<file path="config.mk">
export PLATFORM = sky130hd
export DESIGN_NAME = acrb_top
export DESIGN_NICKNAME = d
export VERILOG_FILES = /design/src/logic/acrb_pkg.sv /design/src/logic/acrb_top.sv
export SDC_FILE = /design/constraint.sdc
export NUM_CORES = 1
export LEC_CHECK = 0
export BUFFER_PORTS_ARGS = -buffer_cell sky130_fd_sc_hd__buf_2
export CAP_MARGIN = 0
export CORE_AREA = 5 5 100 102
export DETAILED_ROUTE_END_ITERATION = 10
export DIE_AREA = 0 0 105 107
export PLACE_DENSITY_LB_ADDON = 0.2
export RECOVER_POWER = 100
export SKIP_CTS_REPAIR_TIMING = 1
export SLEW_MARGIN = 15
export SYNTH_ARGS = -nofsm -noshare
export SYNTH_HDL_FRONTEND = slang
export SYNTH_SLANG_ARGS = --single-unit
</file>
<file path="constraint.sdc">
create_clock -name core_clk -period 5.7 [get_ports core_clk]
set_input_delay 0.855 -clock core_clk [delete_from_list [all_inputs] [get_ports core_clk]]
set_output_delay 0.855 -clock core_clk [all_outputs]
set_load 0.02 [all_outputs]
</file>
<file path="src/logic/acrb_pkg.sv">
// shared constants and types for the converter control register bank
`default_nettype none
package acrb_pkg;
	// word offsets on the register bus (byte address = 4 * index)
	localparam logic [2:0] REG_CONTROL = 3'h0;
	localparam logic [2:0] REG_CONFIG = 3'h1;
	localparam logic [2:0] REG_TRIGNEG = 3'h2;
	localparam logic [2:0] REG_RES_HIGH = 3'h3;
	localparam logic [2:0] REG_RES_LOW = 3'h4;
	localparam logic [2:0] REG_DONE = 3'h5;
	localparam logic [7:0] CTRL_RESET = 8'h00;
	// field positions
	localparam int BIT_ENABLE = 0;
	localparam int BIT_GO = 1;
	localparam int BIT_WIDTH10 = 7;
	localparam int BIT_NEGREF = 2;
	localparam int BIT_FORMAT = 7;
	localparam logic [7:0] CONFIG_MASK = 8'hf7;
	// conversion length in conversion clock periods
	localparam int CONV_TCLKS = 15;
	localparam int CLK_HZ = 25000000;
	localparam int RC_DIV = 16;
	typedef struct packed {
		logic [3:0] kind;
		logic [4:0] index;
	} acrb_route_type;
	// analog route kinds
	localparam logic [3:0] ROUTE_NONE = 4'h0;
	localparam logic [3:0] ROUTE_PIN = 4'h1;
	localparam logic [3:0] ROUTE_TEMP = 4'h2;
	localparam logic [3:0] ROUTE_DAC = 4'h3;
	localparam logic [3:0] ROUTE_FVR1 = 4'h4;
	localparam logic [3:0] ROUTE_NREF = 4'h5;
	localparam logic [3:0] ROUTE_GND = 4'h6;
endpackage
`default_nettype wire

</file>
<file path="src/logic/acrb_top.sv">
// converter control register bank with avalon-mm slave and conversion sequencer
// Functional notes
// [RULE1] control bit 7 set gives 10-bit result layout, clear gives 12-bit
// [RULE2] positive channel codes map to inputs 0-13, 21, temp, dac, fvr1; else none
// [RULE3] writing go starts a conversion; go reads one while converting
// [RULE4] hardware clears go when the conversion finishes
// [RULE5] control bit 0 enables the converter; clear means fully off
// [RULE6] config bit 7 selects two's complement, zero sign-magnitude
// [RULE7] clock field picks osc/2,/8,/32,/4,/16,/64; 011 and 111 pick rc
// [RULE8] config bit 2 picks external negative reference pin, else ground
// [RULE9] positive reference: 00 supply, 01 pin, 11 fixed buffer 1, 10 reserved
// [RULE10] trigger field picks capture_compare_one, capture_compare_two, or pwm unit events; others disabled
// [RULE11] negative channel maps inputs 0-13, 1110 input 21, 1111 negative reference
// [RULE12] converter disabled disconnects every multiplexer input
// [RULE13] sign-magnitude: high holds bits 11..4, low 7..4 holds bits 3..0
// [RULE14] sign-magnitude: low bits 3..1 are zero after a conversion
// [RULE15] sign-magnitude: low bit 0 is the sign
// [RULE16] two's complement: high 7..4 repeat sign, 3..0 hold bits 11..8
// [RULE17] two's complement: low register holds result bits 7..0
// [RULE18] control registers reset to zero; results keep contents across reset
// [RULE19] config bit 3 always reads zero
// [RULE20] setting go clears both result registers first
// [RULE21] completion sets the conversion done flag
// [RULE22] rising edge on the selected trigger sets go
// [RULE23] clearing go early discards the partial result
`timescale 1ns/100ps
`default_nettype none
module acrb_top #(
	parameter int CONV_TCLKS = acrb_pkg::CONV_TCLKS
) (
	// clock and reset
	input wire logic core_clk,
	input wire logic resetn,
	// avalon-mm slave
	input wire logic [4:0] avs_address,
	input wire logic avs_read,
	input wire logic avs_write,
	input wire logic [31:0] avs_writedata,
	input wire logic [3:0] avs_byteenable,
	output logic [31:0] avs_readdata,
	output logic avs_waitrequest,
	// trigger event sources
	input wire logic [10:0] trigger_events,
	// analog front end
	input wire logic [11:0] conv_magnitude,
	input wire logic conv_sign,
	output logic converter_enable,
	output logic conv_clk_tick,
	output logic conv_clk_use_rc,
	output acrb_pkg::acrb_route_type pos_route,
	output acrb_pkg::acrb_route_type neg_route,
	output logic [1:0] positive_reference_select,
	output logic negative_reference_select,
	output logic conversion_done_flag
);
	initial begin
		if (CONV_TCLKS < 1 || CONV_TCLKS > 255) begin
			$error("CONV_TCLKS out of range");
		end
	end

	logic rst_meta_reg, rst_sync_reg;
	always_ff @(posedge core_clk or negedge resetn) begin
		if (!resetn) begin
			rst_meta_reg <= 1'b0;
			rst_sync_reg <= 1'b0;
		end else begin
			rst_meta_reg <= 1'b1;
			rst_sync_reg <= rst_meta_reg;
		end
	end
	wire logic rstn = rst_sync_reg;

	logic [7:0] control_reg, config_reg, trigneg_reg;
	logic [7:0] res_high_reg, res_low_reg;
	logic done_reg;
	logic [7:0] div_reg;
	logic [7:0] tclk_cnt_reg;
	logic ack_reg;
	logic [10:0] trig_prev_reg;

	wire logic [2:0] word = avs_address[4:2];
	// writes land in the answer cycle, the edge at which the master sees waitrequest low
	wire logic wr_take = avs_write && ack_reg && avs_byteenable[0];
	wire logic go = control_reg[acrb_pkg::BIT_GO];

	// one wait state per access keeps read data registered
	assign avs_waitrequest = (avs_read || avs_write) && !ack_reg;

	always_ff @(posedge core_clk or negedge rstn) begin
		if (!rstn) begin
			ack_reg <= 1'b0;
		end else begin
			ack_reg <= (avs_read || avs_write) && !ack_reg;
		end
	end

	function automatic logic [3:0] trig_index(input logic [3:0] sel);
		logic [3:0] r;
		r = 4'hf;
		if (sel == 4'h1 || sel == 4'h2) begin
			r = sel - 4'h1;
		end else if (sel >= 4'h4 && sel <= 4'hc) begin
			r = sel - 4'h2;
		end
		return r;
	endfunction

	wire logic [3:0] tsel = trigneg_reg[7:4];
	wire logic [3:0] tidx = trig_index(tsel); // [RULE10]
	// one edge detector per source; a disabled code gives tidx 4'hf, past the vector, and the tidx != 4'hf test masks it
	logic [10:0] trig_edge;
	for (genvar g = 0; g < 11; g++) begin : g_edge
		assign trig_edge[g] = trigger_events[g] && !trig_prev_reg[g];
	end
	wire logic trig_rise = (tidx != 4'hf) && trig_edge[tidx]; // [RULE22]

	always_ff @(posedge core_clk or negedge rstn) begin
		if (!rstn) begin
			trig_prev_reg <= 11'h000;
		end else begin
			trig_prev_reg <= trigger_events;
		end
	end

	// conversion clock divider; rc codes tick from an assumed internal rc at RC_DIV
	logic [7:0] div_len;
	always_comb begin
		unique case (config_reg[6:4]) // [RULE7]
			3'h0: div_len = 8'h02;
			3'h1: div_len = 8'h08;
			3'h2: div_len = 8'h20;
			3'h4: div_len = 8'h04;
			3'h5: div_len = 8'h10;
			3'h6: div_len = 8'h40;
			default: div_len = 8'(acrb_pkg::RC_DIV);
		endcase
	end
	assign conv_clk_use_rc = (config_reg[5:4] == 2'h3); // [RULE7]
	wire logic tick = go && (div_reg == div_len - 8'h01);
	assign conv_clk_tick = tick;

	always_ff @(posedge core_clk or negedge rstn) begin
		if (!rstn) begin
			div_reg <= 8'h00;
		end else if (!go || tick) begin
			div_reg <= 8'h00;
		end else begin
			div_reg <= div_reg + 8'h01;
		end
	end

	wire logic finish = go && tick && (tclk_cnt_reg == 8'(CONV_TCLKS - 1));
	wire logic sw_go_set = wr_take && word == acrb_pkg::REG_CONTROL &&
		avs_writedata[acrb_pkg::BIT_GO] && !go;
	wire logic start = (sw_go_set || (trig_rise && !go)) &&
		control_reg[acrb_pkg::BIT_ENABLE];

	always_ff @(posedge core_clk or negedge rstn) begin
		if (!rstn) begin
			tclk_cnt_reg <= 8'h00;
		end else if (!go) begin
			tclk_cnt_reg <= 8'h00;
		end else if (tick) begin
			tclk_cnt_reg <= tclk_cnt_reg + 8'h01;
		end
	end

	// control register; go written one only when enabled
	always_ff @(posedge core_clk or negedge rstn) begin
		if (!rstn) begin
			control_reg <= acrb_pkg::CTRL_RESET; // [RULE18]
		end else begin
			if (wr_take && word == acrb_pkg::REG_CONTROL) begin
				control_reg <= {avs_writedata[7:2], start, avs_writedata[0]}; // [RULE3]
				if (go && avs_writedata[acrb_pkg::BIT_GO]) begin
					control_reg[acrb_pkg::BIT_GO] <= !finish;
				end
			end else if (start) begin
				control_reg[acrb_pkg::BIT_GO] <= 1'b1; // [RULE22]
			end else if (finish || !control_reg[acrb_pkg::BIT_ENABLE]) begin
				control_reg[acrb_pkg::BIT_GO] <= 1'b0; // [RULE4]
			end
		end
	end

	always_ff @(posedge core_clk or negedge rstn) begin
		if (!rstn) begin
			config_reg <= acrb_pkg::CTRL_RESET;
			trigneg_reg <= acrb_pkg::CTRL_RESET;
		end else if (wr_take && word == acrb_pkg::REG_CONFIG) begin
			config_reg <= avs_writedata[7:0] & acrb_pkg::CONFIG_MASK; // [RULE19]
		end else if (wr_take && word == acrb_pkg::REG_TRIGNEG) begin
			trigneg_reg <= avs_writedata[7:0];
		end
	end

	// done flag: hardware set wins over software write-one-to-clear
	always_ff @(posedge core_clk or negedge rstn) begin
		if (!rstn) begin
			done_reg <= 1'b0;
		end else if (finish) begin
			done_reg <= 1'b1; // [RULE21]
		end else if (wr_take && word == acrb_pkg::REG_DONE && avs_writedata[0]) begin
			done_reg <= 1'b0;
		end
	end
	assign conversion_done_flag = done_reg;

	// result formatting; 10-bit mode drops the two lowest magnitude bits
	logic [11:0] mag;
	logic [12:0] twos;
	logic [7:0] fmt_high, fmt_low;
	always_comb begin
		mag = control_reg[acrb_pkg::BIT_WIDTH10] ? {conv_magnitude[11:2], 2'h0} : conv_magnitude; // [RULE1]
		twos = conv_sign ? 13'(-{1'b0, mag}) : {1'b0, mag};
		if (config_reg[acrb_pkg::BIT_FORMAT]) begin // [RULE6]
			fmt_high = {{4{twos[12]}}, twos[11:8]}; // [RULE16]
			fmt_low = twos[7:0]; // [RULE17]
		end else begin
			fmt_high = mag[11:4]; // [RULE13]
			fmt_low = {mag[3:0], 3'h0, conv_sign}; // [RULE14] [RULE15]
		end
	end

	// results have no reset so their contents survive a reset
	always_ff @(posedge core_clk) begin // [RULE18]
		if (start) begin
			res_high_reg <= 8'h00; // [RULE20]
			res_low_reg <= 8'h00;
		end else if (finish) begin
			res_high_reg <= fmt_high; // [RULE23]
			res_low_reg <= fmt_low;
		end else if (wr_take && word == acrb_pkg::REG_RES_HIGH) begin
			res_high_reg <= avs_writedata[7:0];
		end else if (wr_take && word == acrb_pkg::REG_RES_LOW) begin
			res_low_reg <= avs_writedata[7:0];
		end
	end

	always_ff @(posedge core_clk or negedge rstn) begin
		if (!rstn) begin
			avs_readdata <= 32'h0000_0000;
		end else if (avs_read && !ack_reg) begin
			unique case (word)
				acrb_pkg::REG_CONTROL: avs_readdata <= {24'h0, control_reg};
				acrb_pkg::REG_CONFIG: avs_readdata <= {24'h0, config_reg};
				acrb_pkg::REG_TRIGNEG: avs_readdata <= {24'h0, trigneg_reg};
				acrb_pkg::REG_RES_HIGH: avs_readdata <= {24'h0, res_high_reg};
				acrb_pkg::REG_RES_LOW: avs_readdata <= {24'h0, res_low_reg};
				acrb_pkg::REG_DONE: avs_readdata <= {31'h0, done_reg};
				default: avs_readdata <= 32'h0000_0000;
			endcase
		end
	end

	// analog routing
	wire logic en = control_reg[acrb_pkg::BIT_ENABLE];
	assign converter_enable = en; // [RULE5]
	assign positive_reference_select = config_reg[1:0]; // [RULE9]
	assign negative_reference_select = config_reg[acrb_pkg::BIT_NEGREF]; // [RULE8]
	always_comb begin
		pos_route = '{kind: acrb_pkg::ROUTE_NONE, index: 5'h00};
		neg_route = '{kind: acrb_pkg::ROUTE_NONE, index: 5'h00};
		if (en) begin // [RULE12]
			unique case (control_reg[6:2]) inside // [RULE2]
				[5'h00:5'h0d]: pos_route = '{kind: acrb_pkg::ROUTE_PIN, index: control_reg[6:2]};
				5'h15: pos_route = '{kind: acrb_pkg::ROUTE_PIN, index: 5'h15};
				5'h1d: pos_route.kind = acrb_pkg::ROUTE_TEMP;
				5'h1e: pos_route.kind = acrb_pkg::ROUTE_DAC;
				5'h1f: pos_route.kind = acrb_pkg::ROUTE_FVR1;
				default: pos_route.kind = acrb_pkg::ROUTE_NONE;
			endcase
			unique case (trigneg_reg[3:0]) inside // [RULE11]
				4'he: neg_route = '{kind: acrb_pkg::ROUTE_PIN, index: 5'h15};
				4'hf: neg_route.kind = config_reg[acrb_pkg::BIT_NEGREF] ?
					acrb_pkg::ROUTE_NREF : acrb_pkg::ROUTE_GND;
				default: neg_route = '{kind: acrb_pkg::ROUTE_PIN, index: {1'b0, trigneg_reg[3:0]}};
			endcase
		end
	end

	go_clears_a: assert property (@(posedge core_clk) disable iff (!rstn)
		finish |=> !go && done_reg) else $error("go not cleared at finish"); // [RULE4]
	start_clears_a: assert property (@(posedge core_clk) disable iff (!rstn)
		start |=> go && res_high_reg == 8'h00 && res_low_reg == 8'h00)
		else $error("start did not clear results"); // [RULE20]
	off_disconnects_a: assert property (@(posedge core_clk) disable iff (!rstn)
		!en |-> pos_route.kind == acrb_pkg::ROUTE_NONE && neg_route.kind == acrb_pkg::ROUTE_NONE)
		else $error("mux connected while off"); // [RULE12]
	cfg_bit3_a: assert property (@(posedge core_clk) disable iff (!rstn)
		config_reg[3] == 1'b0) else $error("config bit 3 set"); // [RULE19]
	abort_keeps_a: assert property (@(posedge core_clk) disable iff (!rstn)
		$fell(go) && !$past(finish) && !$past(wr_take && word == acrb_pkg::REG_RES_HIGH) |-> $stable(res_high_reg))
		else $error("abort changed result"); // [RULE23]
	sm_low_a: assert property (@(posedge core_clk) disable iff (!rstn)
		finish && !config_reg[7] |=> res_low_reg[3:1] == 3'h0 && res_low_reg[0] == $past(conv_sign))
		else $error("sign-magnitude low wrong"); // [RULE15]
	tc_high_a: assert property (@(posedge core_clk) disable iff (!rstn)
		finish && config_reg[7] |=> res_high_reg[7:4] == {4{$past(conv_sign && mag != 12'h000)}})
		else $error("twos complement sign wrong"); // [RULE16]
	trig_go_a: assert property (@(posedge core_clk) disable iff (!rstn)
		trig_rise && en && !go && !wr_take |=> go) else $error("trigger did not start"); // [RULE22]

	// a software go with the converter on must read back as busy
	go_reads_a: assert property (@(posedge core_clk) disable iff (!rstn)
		sw_go_set && en |=> go) else $error("go not set by write"); // [RULE3]
	// only an enabled converter may start
	start_needs_en_a: assert property (@(posedge core_clk) disable iff (!rstn)
		start |-> en) else $error("start while disabled"); // [RULE3]
	// turning the converter off also ends any conversion
	off_idle_a: assert property (@(posedge core_clk) disable iff (!rstn)
		!en |=> !go) else $error("busy while disabled"); // [RULE5]
	// the conversion clock only runs while busy
	idle_tick_a: assert property (@(posedge core_clk) disable iff (!rstn)
		!go |-> !conv_clk_tick) else $error("tick while idle"); // [RULE3]
	// every divider is at least two, so ticks never touch
	tick_gap_a: assert property (@(posedge core_clk) disable iff (!rstn)
		tick |=> !tick) else $error("ticks back to back"); // [RULE7]
	// both rc codes, and only those, select the rc clock
	rc_code_a: assert property (@(posedge core_clk) disable iff (!rstn)
		conv_clk_use_rc == (config_reg[6:4] == 3'h3 || config_reg[6:4] == 3'h7))
		else $error("rc select wrong"); // [RULE7]
	// the done flag stays until software clears it
	done_hold_a: assert property (@(posedge core_clk) disable iff (!rstn)
		done_reg && !(wr_take && word == acrb_pkg::REG_DONE) |=> done_reg)
		else $error("done flag lost"); // [RULE21]
	// sign-magnitude places the magnitude left justified
	sm_high_a: assert property (@(posedge core_clk) disable iff (!rstn)
		finish && !config_reg[acrb_pkg::BIT_FORMAT] |=> res_high_reg == $past(mag[11:4])
		&& res_low_reg[7:4] == $past(mag[3:0])) else $error("sign-magnitude high wrong"); // [RULE13]
	// a positive two's complement result keeps its low byte
	tc_low_a: assert property (@(posedge core_clk) disable iff (!rstn)
		finish && config_reg[acrb_pkg::BIT_FORMAT] && !conv_sign |=> res_low_reg == $past(mag[7:0]))
		else $error("twos complement low wrong"); // [RULE17]
	// 10-bit layout leaves the two lowest magnitude bits clear
	width10_a: assert property (@(posedge core_clk) disable iff (!rstn)
		finish && control_reg[acrb_pkg::BIT_WIDTH10] && !config_reg[acrb_pkg::BIT_FORMAT]
		|=> res_low_reg[5:4] == 2'h0) else $error("10-bit layout wrong"); // [RULE1]
	// negative channel 1111 follows the negative reference bit
	nref_route_a: assert property (@(posedge core_clk) disable iff (!rstn)
		en && trigneg_reg[3:0] == 4'hf |-> neg_route.kind == (config_reg[acrb_pkg::BIT_NEGREF] ?
		acrb_pkg::ROUTE_NREF : acrb_pkg::ROUTE_GND)) else $error("negative reference route wrong"); // [RULE11]
	neg_pin_a: assert property (@(posedge core_clk) disable iff (!rstn)
		en && trigneg_reg[3:0] == 4'he |-> neg_route.index == 5'h15)
		else $error("negative input 21 wrong"); // [RULE11]
	// reserved positive channel codes connect nothing
	pos_none_a: assert property (@(posedge core_clk) disable iff (!rstn)
		en && control_reg[6:2] inside {[5'h0e:5'h14], [5'h16:5'h1c]} |-> pos_route.kind == acrb_pkg::ROUTE_NONE)
		else $error("reserved channel connected"); // [RULE2]
	// disabled trigger codes never start a conversion
	trig_off_a: assert property (@(posedge core_clk) disable iff (!rstn)
		tsel == 4'h0 || tsel == 4'h3 || tsel >= 4'hd |-> !trig_rise)
		else $error("disabled trigger fired"); // [RULE10]
	// every request is stalled exactly in its first cycle
	wait_first_a: assert property (@(posedge core_clk) disable iff (!rstn)
		(avs_read || avs_write) && !ack_reg |-> avs_waitrequest)
		else $error("first cycle not stalled");
	// read data in the answer cycle is the register as it stood a cycle earlier
	readback_a: assert property (@(posedge core_clk) disable iff (!rstn)
		avs_read && ack_reg && word == acrb_pkg::REG_CONTROL |-> avs_readdata[7:0] == $past(control_reg))
		else $error("control readback wrong"); // [RULE3]
	cfg_read_a: assert property (@(posedge core_clk) disable iff (!rstn)
		avs_read && ack_reg && word == acrb_pkg::REG_CONFIG |-> !avs_readdata[3])
		else $error("config bit 3 read as one"); // [RULE19]
endmodule
`default_nettype wire

</file>
== Word level (Yosys, flattened, before mapping) ==
Cells that the tools add are included.

* Bits in latches: 0
* Logic and storage cells: 142
* Flip-flop bits (word level): 102
* Memory bits (read-only): 0
* Input port bits: 69
* Memories kept: 0
* Memory bits (writable): 0

* Divide/modulo/power cells: 0
* Shifts and indexed selects: 0
* Muxes and demuxes: 31
* $lt $le $gt $ge: 5
* Multipliers: 0
* Bitwise operators: 1
* Equality and inequality tests: 23
* Add/sub/neg operators: 6
* Reduce and logical (&&, ||, !) cells: 62

{| class="wikitable"
|+ Operators by type and width
! operator !! number
|-
| 8-bit 2-to-1 mux || 12
|-
| 8-bit case mux with 6 select lines || 1
|-
| 7-bit case mux with 5 select lines || 1
|-
| 1-bit logical AND || 33
|-
| 5-bit == test (second input constant) || 4
|-
| 5-bit case mux with 2 select lines || 2
|-
| 8-bit by 1-bit adder with 8-bit output (second input constant) || 2
|-
| 1-bit logical NOT || 15
|-
| 13-bit 2-to-1 mux || 1
|-
| 12-bit negator with 13-bit output || 1
|-
| 3-bit == test (second input constant) || 4
|-
| 3-bit case mux with 4 select lines || 1
|-
| 3-bit by 2-bit == test with 1-bit output (second input constant) || 3
|-
| 4-bit == test (second input constant) || 2
|-
| 8-bit by 4-bit == test with 1-bit output (second input constant) || 1
|-
| 8-bit == test || 1
|-
| 4-bit 2-to-1 mux || 2
|-
| 8-bit by 1-bit subtractor with 8-bit output (second input constant) || 1
|-
| 1-bit 2-to-1 mux || 7
|-
| 3-bit by 1-bit == test with 1-bit output (second input constant) || 2
|-
| 3-bit logical NOT || 2
|-
| 2-bit nonzero test || 3
|-
| 5-bit by 1-bit greater-or-equal comparator with 1-bit output (second input constant) || 1
|-
| 5-bit by 4-bit less-or-equal comparator with 1-bit output (second input constant) || 1
|-
| other kinds (19) || 25
|}

== Longest topological paths before layout ==
Gate-level depths: netlist of run 1.

* Depth in word-level cells: 12
* Gate-level depth with buffers: 12
* Depth with buffers taken out: 9

== Worst setup path after synthesis of run 1 ==
No wires, ideal clock.

* Kind: register to output
* Start point: register config_reg[5]
* End point: output conv_clk_tick
* Required time: 4.845 ns
* Slack: 2.334 ns
* Arrival time: 2.511 ns
* Cell stages (with the launch flop): 11
* Path through: dfrtp_1 buf_6 or3_4 ha_1 xnor2_1 o2111ai_1 nor4b_4 nand3_2 buf_6 clkbuf_1 nor2_1

* Longest elaborated chain between the ends: 5

{| class="wikitable"
|+ Ends and longest elaborated chain
! item !! RTL line !! RTL
|-
| start, declared || acrb_top.sv:74 || <nowiki>logic [7:0] control_reg, config_reg, trigneg_reg;</nowiki>
|-
| start signal, assigned || acrb_top.sv:189 || <nowiki>config_reg <= acrb_pkg::CTRL_RESET;</nowiki>
|-
| start signal, assigned || acrb_top.sv:192 || <nowiki>config_reg <= avs_writedata[7:0] & acrb_pkg::CONFIG_MASK;</nowiki>
|-
| 3-bit == test, or another cell as far along || acrb_top.sv:129 || <nowiki>unique case (config_reg[6:4])</nowiki>
|-
| 7-bit case mux with 5 select lines (*) || acrb_top.sv:129 ||
|-
| 8-bit by 1-bit subtractor with 8-bit output (*) || acrb_top.sv:140 || <nowiki>wire logic tick = go && (div_reg == div_len - 8'h01);</nowiki>
|-
| 8-bit == test (*) || acrb_top.sv:140 ||
|-
| 1-bit logical AND (*) || acrb_top.sv:140 ||
|-
| end, declared || acrb_top.sv:48 || <nowiki>output logic conv_clk_tick,</nowiki>
|}

Every way passes the cells marked *; elsewhere a longest branch is shown, timed or not.

== Worst setup path after layout of run 1 ==
Ends and elaborated chain as after synthesis.

==> impl_metrics.json, run 1 <==
{
  "status": "finished, violations left",
  "violations": "max-capacitance violations, max-slew violations",
  "met1_usage": 0.295,
  "hpwl_um": 8900,
  "routed_wl_um": 12200,
  "largest_reg_flops": 11,
  "multi_input_area_um2": 2910,
  "end_kind": "output pin",
  "cts-root-buf": "clkbuf_8",
  "rows": 35,
  "ys_types": 75,
  "async_flop_share": 0.795,
  "drtIter0Drc": 229,
  "layout_common_cells": "dfrtp_1 (61), nand2_1 (55), clkbuf_1 (43)",
  "cp.arrival_ns": 3.50,
  "start_kind": "register",
  "hold-worst-slack_ns": 0.278,
  "synth_edf_count": 0,
  "internal_power_mw": 1.14,
  "h-tree-depth": 3,
  "vias": 4263,
  "grt_overflow": 0,
  "power.share.clock": 0.230,
  "synth_top_family_by_area": "simple AND/OR/NAND/NOR gates",
  "final_cells": 732,
  "drt-wirelength-per-cell_um": 16.7,
  "maxCapViolations": 1,
  "grt_use_total": 0.217,
  "worstSetupPathType": "register to output pin",
  "yosys.area_share.simple": 0.226,
  "fin_skew_ns": 0.00732,
  "drive_above_1_share": 0.153,
  "synth_xor_area_frac": 0.0390,
  "setup-tns-final_ns": 0,
  "fp.dieW_um": 105,
  "cts_tree": "done",
  "antenna_found_initial": 0,
  "synth_area_um2": 5160,
  "setup-violations-final": 0,
  "synth_fa_ha_area_frac": 0.0266,
  "rr_worst_depth": 8,
  "grtUsageMet2": 0.353,
  "grt_pass1_wl_um": 20200,
  "yosysWarnings": 0,
  "p_leak_nw": 2.31,
  "numPortBuffers": 71,
  "vias_per_cell": 5.82,
  "antennaDiodeCount": 0,
  "synth_top_flop_cell": "dfrtp_1",
  "muxShareOfSynthArea": 0.0959,
  "mostFrequentLayoutCell": "dfrtp_1",
  "area_delta_synth_final_pct": 6.42,
  "grt_busiest_layer": "met2",
  "ys_seq_area_frac": 0.362,
  "clk_pin_slew_ns": 0.08,
  "rsz0062_at_grt": "false",
  "worstPathRequired_ns": 4.85,
  "ant_nets": 0,
  "relSlewSlack": -1.21,
  "dieArea_um2": 11200,
  "p_sw_uw": 668,
  "cts_buffers": 9,
  "core_area_um2": 9020,
  "avgSynthCellArea_um2": 9.08,
  "clock-sinks": 78,
  "drv_slew": 61,
  "swShare": 0.370,
  "grt_max_degree": 61,
  "ys_ff_latch": 78,
  "die-height_um": 107,
  "finalNetCount": 696,
  "clockBufferDepth": 2,
  "peakVddDrop_uv": 127,
  "final.period_utilization": 0.764,
  "regArea_um2": 1870,
  "pin_count": 127,
  "fmax_mhz": 230,
  "fin_crit_ns": 4.36,
  "pwr-share-comb": 0.327,
  "synth_compound_area_frac": 0.160,
  "hold_path_class": "input pin to async pin",
  "fillerInstances": 808,
  "use_met3": 0.0415,
  "initial_core_util": 0.573,
  "tightest_slew_ns": 3.32,
  "pwr-share-seq": 0.443,
  "syn_inst": 569,
  "clk_latency_ns": 0.34,
  "grt_pass1_vias": 4165,
  "hold_viol": 0,
  "power_density_nw_per_um2": 328,
  "cp_max_fo": 31,
  "dr.pass1.iters": 4,
  "placed_cells": 716,
  "remaining_drc_errors": 0,
  "routabilityCongestion": 0.838,
  "final_core_util": 0.609
}
kinds of logic (layout without fill, tap and decap cells):
logic type | Yosys count | in the layout
AO/OA/AOI/OAI | 125 | 125
XOR/XNOR | 23 | 23
adder cells (fa/ha/maj) | 11 | 11
buffers and inverters | 80 | 107
flip-flops | 78 | 78
multiplexers | 45 | 45
other | 2 | 27
AND/OR/NAND/NOR | 205 | 205
worst max-delay path, stage by stage (launching register included):
cell and delay (ns):
dfrtp_1 0.47, or3_1 0.41, ha_1 0.27, xnor2_1 0.23, o2111ai_1 0.21, nor4b_4 0.31
nand3_1 0.70, nor2_1 0.29, clkbuf_1 0.26
Yosys cell counts, drive strengths merged (3+ instances only):
| master | instances | area share |
|---|---|---|
| a2111oi | 4 | 0.0068 |
| a211oi | 5 | 0.011 |
| a21oi | 41 | 0.041 |
| a31oi | 4 | 0.0048 |
| and3 | 7 | 0.0085 |
| buf | 40 | 0.060 |
| clkbuf | 22 | 0.016 |
| dfrtp | 62 | 0.30 |
| dfxtp | 16 | 0.062 |
| ha | 11 | 0.027 |
| inv | 18 | 0.013 |
| mux2 | 26 | 0.057 |
| mux2i | 18 | 0.035 |
| nand2 | 55 | 0.040 |
| nand2b | 13 | 0.017 |
| nand3 | 17 | 0.017 |
| nand4 | 7 | 0.0085 |
| nor2 | 35 | 0.025 |
| nor2b | 14 | 0.017 |
| nor3 | 10 | 0.0097 |
| nor3b | 4 | 0.0068 |
| nor4 | 15 | 0.028 |
| o21ai | 36 | 0.035 |
| o22ai | 7 | 0.0085 |
| o41ai | 3 | 0.0065 |
| or3 | 9 | 0.012 |
| or4 | 6 | 0.0087 |
| xnor2 | 15 | 0.025 |
| xor2 | 8 | 0.014 |
final cells by class:
cell class / count / area share
clock inverters: 4 / 0.00865
clock buffers: 12 / 0.0264
well taps: 111 / 0.0253
flip-flops and latches: 78 / 0.341
repair buffers: 73 / 0.0576
inverters: 18 / 0.0123
multi-input cells: 436 / 0.529
power groups by stage:
stage               Combinational, mW  Clock [mW]  Sequential [mW]
floorplan                       0.525           0            0.754
global placement                0.587           0            0.796
detailed placement              0.608           0            0.807
CTS                             0.610       0.426            0.797
global route                    0.655       0.449            0.819
finish                          0.591       0.415            0.799
layer usage:
metal | vias to the layer above | share of wire
li1 | 2072 | -
met1 | 2064 | 0.45
met2 | 117 | 0.48
met3 | 10 | 0.062
met4 | 0 | 0.011
met5 | - | 0
per-stage QoR:
step	setup WS, ns	cell area [µm²]	power, mW
2_1_floorplan	2.33	5260	1.28
3_3_place_gp	2.15	5380	1.38
3_5_place_dp	2.09	5380	1.41
4_1_cts	1.70	5580	1.83
5_1_grt	1.02	5500	1.92
6_report	1.34	5500	1.81
worst paths after layout:
path | to | slack, ns | start
max in group asynchronous | avs_readdata[2] | 2.36 | rst_sync_reg
min in group core_clk | rst_sync_reg | 0.36 | rst_meta_reg
worst max register to register | res_low_reg[5] | 1.90 | config_reg[5]
worst min-delay path | rst_sync_reg | 0.28 | resetn
worst max-delay path | conv_clk_tick | 1.34 | config_reg[5]
worst min register to register | rst_sync_reg | 0.36 | rst_meta_reg
Power figures use the tool's default switching activity.
==> run 2, diff against run 1 <==
--- a/config.mk
+++ b/config.mk
@@ -7,9 +7,9 @@
 export LEC_CHECK = 0
 export BUFFER_PORTS_ARGS = -buffer_cell sky130_fd_sc_hd__buf_2
 export CAP_MARGIN = 0
-export CORE_AREA = 5 5 100 102
+export CORE_AREA = 5 5 109 111
 export DETAILED_ROUTE_END_ITERATION = 10
-export DIE_AREA = 0 0 105 107
+export DIE_AREA = 0 0 114 116
 export PLACE_DENSITY_LB_ADDON = 0.2
 export RECOVER_POWER = 100
 export SKIP_CTS_REPAIR_TIMING = 1
==> constraint.sdc (replaced) <==
create_clock -name core_clk -period 3.89 [get_ports core_clk]
set_input_delay 0.5835 -clock core_clk [delete_from_list [all_inputs] [get_ports core_clk]]
set_output_delay 0.5835 -clock core_clk [all_outputs]
set_load 0.02 [all_outputs]
==> impl_metrics.json, run 2 (synthesized netlist as in run 1, its figures left out) <==
{
  "status": "finished, violations left",
  "violations": "max-capacitance violations, max-slew violations",
  "cts-root-buf": "clkbuf_8",
  "stdcell_area_um2": 5570,
  "setup-violations-final": 0,
  "regArea_um2": 1870,
  "fp.dieW_um": 114,
  "remaining_drc_errors": 0,
  "crit_slowest_cell": "dfrtp_1",
  "rows": 38,
  "initial_core_util": 0.483,
  "dieArea_um2": 13200,
  "drt-wirelength-per-cell_um": 16.1,
  "antenna_found_initial": 0,
  "maxCapViolations": 1,
  "cpPeakStageDelay_ns": 0.48,
  "fin_ws_ns": 0.312,
  "hold_path_class": "register to register",
  "hp-start": "rst_meta_reg",
  "clk_latency_ns": 0.35,
  "grt_use_total": 0.188,
  "met2_length_um": 5890,
  "vias": 4238,
  "fillerInstances": 1059,
  "hold_depth": 0,
  "fin_crit_ns": 3.58,
  "pre_cts_ws_ns": 0.571,
  "cp_max_fo": 23,
  "end_kind": "output pin",
  "fmax_mhz": 279,
  "hold-worst-slack_ns": 0.337,
  "worstPathRequired_ns": 3.31,
  "drv_slew": 35,
  "hpwl_um": 9160,
  "hold_viol": 0,
  "grt_pass1_wl_um": 20100,
  "finalNetCount": 701,
  "wirelength_met1_um": 5610,
  "power_density_nw_per_um2": 484,
  "highest_layer": "met4",
  "tightest_slew_ns": 1.83,
  "hold_end": "rst_sync_reg",
  "reg2reg_slack_ns": 0.56,
  "drtIter0Drc": 264,
  "grt_overflow": 0,
  "cp.arrival_ns": 2.99,
  "clock-sinks": 78,
  "reg2reg_to": "res_high_reg[7]",
  "grt_pass1_vias": 4048,
  "r2r_start": "trigneg_reg[6]",
  "antennaDiodeCount": 0,
  "fin_skew_ns": 0.0149,
  "core_area_um2": 10700,
  "clockBufferDepth": 2,
  "numPortBuffers": 71,
  "routed_wl_um": 12300,
  "rsz0062_at_grt": "false",
  "final_cells": 766,
  "relSlewSlack": -0.221,
  "placed_area_um2": 5450,
  "placed_cells": 749,
  "layout_common_cells": "dfrtp_1 (62), nand2_1 (55), clkbuf_1 (44)",
  "setup-tns-final_ns": 0,
  "final.period_utilization": 0.920,
  "pin_count": 127,
  "mostFrequentLayoutCell": "dfrtp_1",
  "largest_reg_flops": 11,
  "peakVddDrop_uv": 161,
  "start_kind": "register",
  "rr_worst_depth": 8,
  "ant_nets": 0,
  "crit_chain": "or3_1 -> ha_1 -> xnor2_1 -> o2111ai_1 -> nor4b_4 -> nand3_2 -> nor2_1 -> clkbuf_2",
  "worstSetupPathType": "register to output pin",
  "p_leak_nw": 2.34,
  "grt_max_degree": 35,
  "area_delta_synth_final_pct": 7.85,
  "cts_tree": "done",
  "wl_met3_um": 707,
  "cts_buffers": 9,
  "dr.pass1.iters": 4,
  "die-height_um": 116,
  "vias_per_cell": 5.53,
  "multi_input_area_um2": 2890,
  "drive_above_1_share": 0.150,
  "clk_pin_slew_ns": 0.09,
  "routabilityCongestion": 0.829,
  "h-tree-depth": 3
}
-- run 2: power breakdown --
part	total [mW]	internal [mW]	leakage, nW	switching (mW)
Clock	0.670	0.378	0.110	0.293
Combinational	0.852	0.383	1.31	0.469
Sequential	1.17	0.967	0.925	0.206
Total	2.70	1.73	2.34	0.967
-- run 2: area by class of cell --
cell class,count,area share
tap,140,0.0314
clock inverter,4,0.0126
multi-input combinational,436,0.519
sequential,78,0.336
timing repair buffer,78,0.0629
clock buffer,12,0.0261
inverter,18,0.0121
-- run 2: through the flow --
step	utilization	power [mW]
floorplan	-	1.87
CTS	0.529	2.74
finish	0.521	2.70
global route	0.521	2.87
global placement	0.509	2.04
detailed placement	0.509	2.07
-- run 2: worst max-delay path by stage --
stage                              start        endpoint  slack [ns]  cells past startpoint
after detailed placement  trigneg_reg[6]  control_reg[1]        0.57                      8
after global placement    trigneg_reg[6]  control_reg[1]        0.60                      8
after floorplan            config_reg[5]   conv_clk_tick        0.80                     10
final                      config_reg[5]   conv_clk_tick        0.31                      8
after CTS                  config_reg[5]   conv_clk_tick        0.28                      8
after global routing       config_reg[5]   conv_clk_tick        0.07                      8
-- run 2: worst max-delay path: cells and delay by family, from the launching register on --
kind,cells,cell delay (ns)
buf+inv,1,0.19
flops,1,0.48
xor+xnor,1,0.22
simple gates,4,1.30
fa+ha+maj,1,0.26
compound gates,1,0.20
-- run 2: metal layers --
metal  vias to the layer above  global-route usage
li1                       2078                   -
met1                      2034               0.262
met2                       115               0.295
met3                        11              0.0350
met4                         0              0.0594
met5                         -                   0
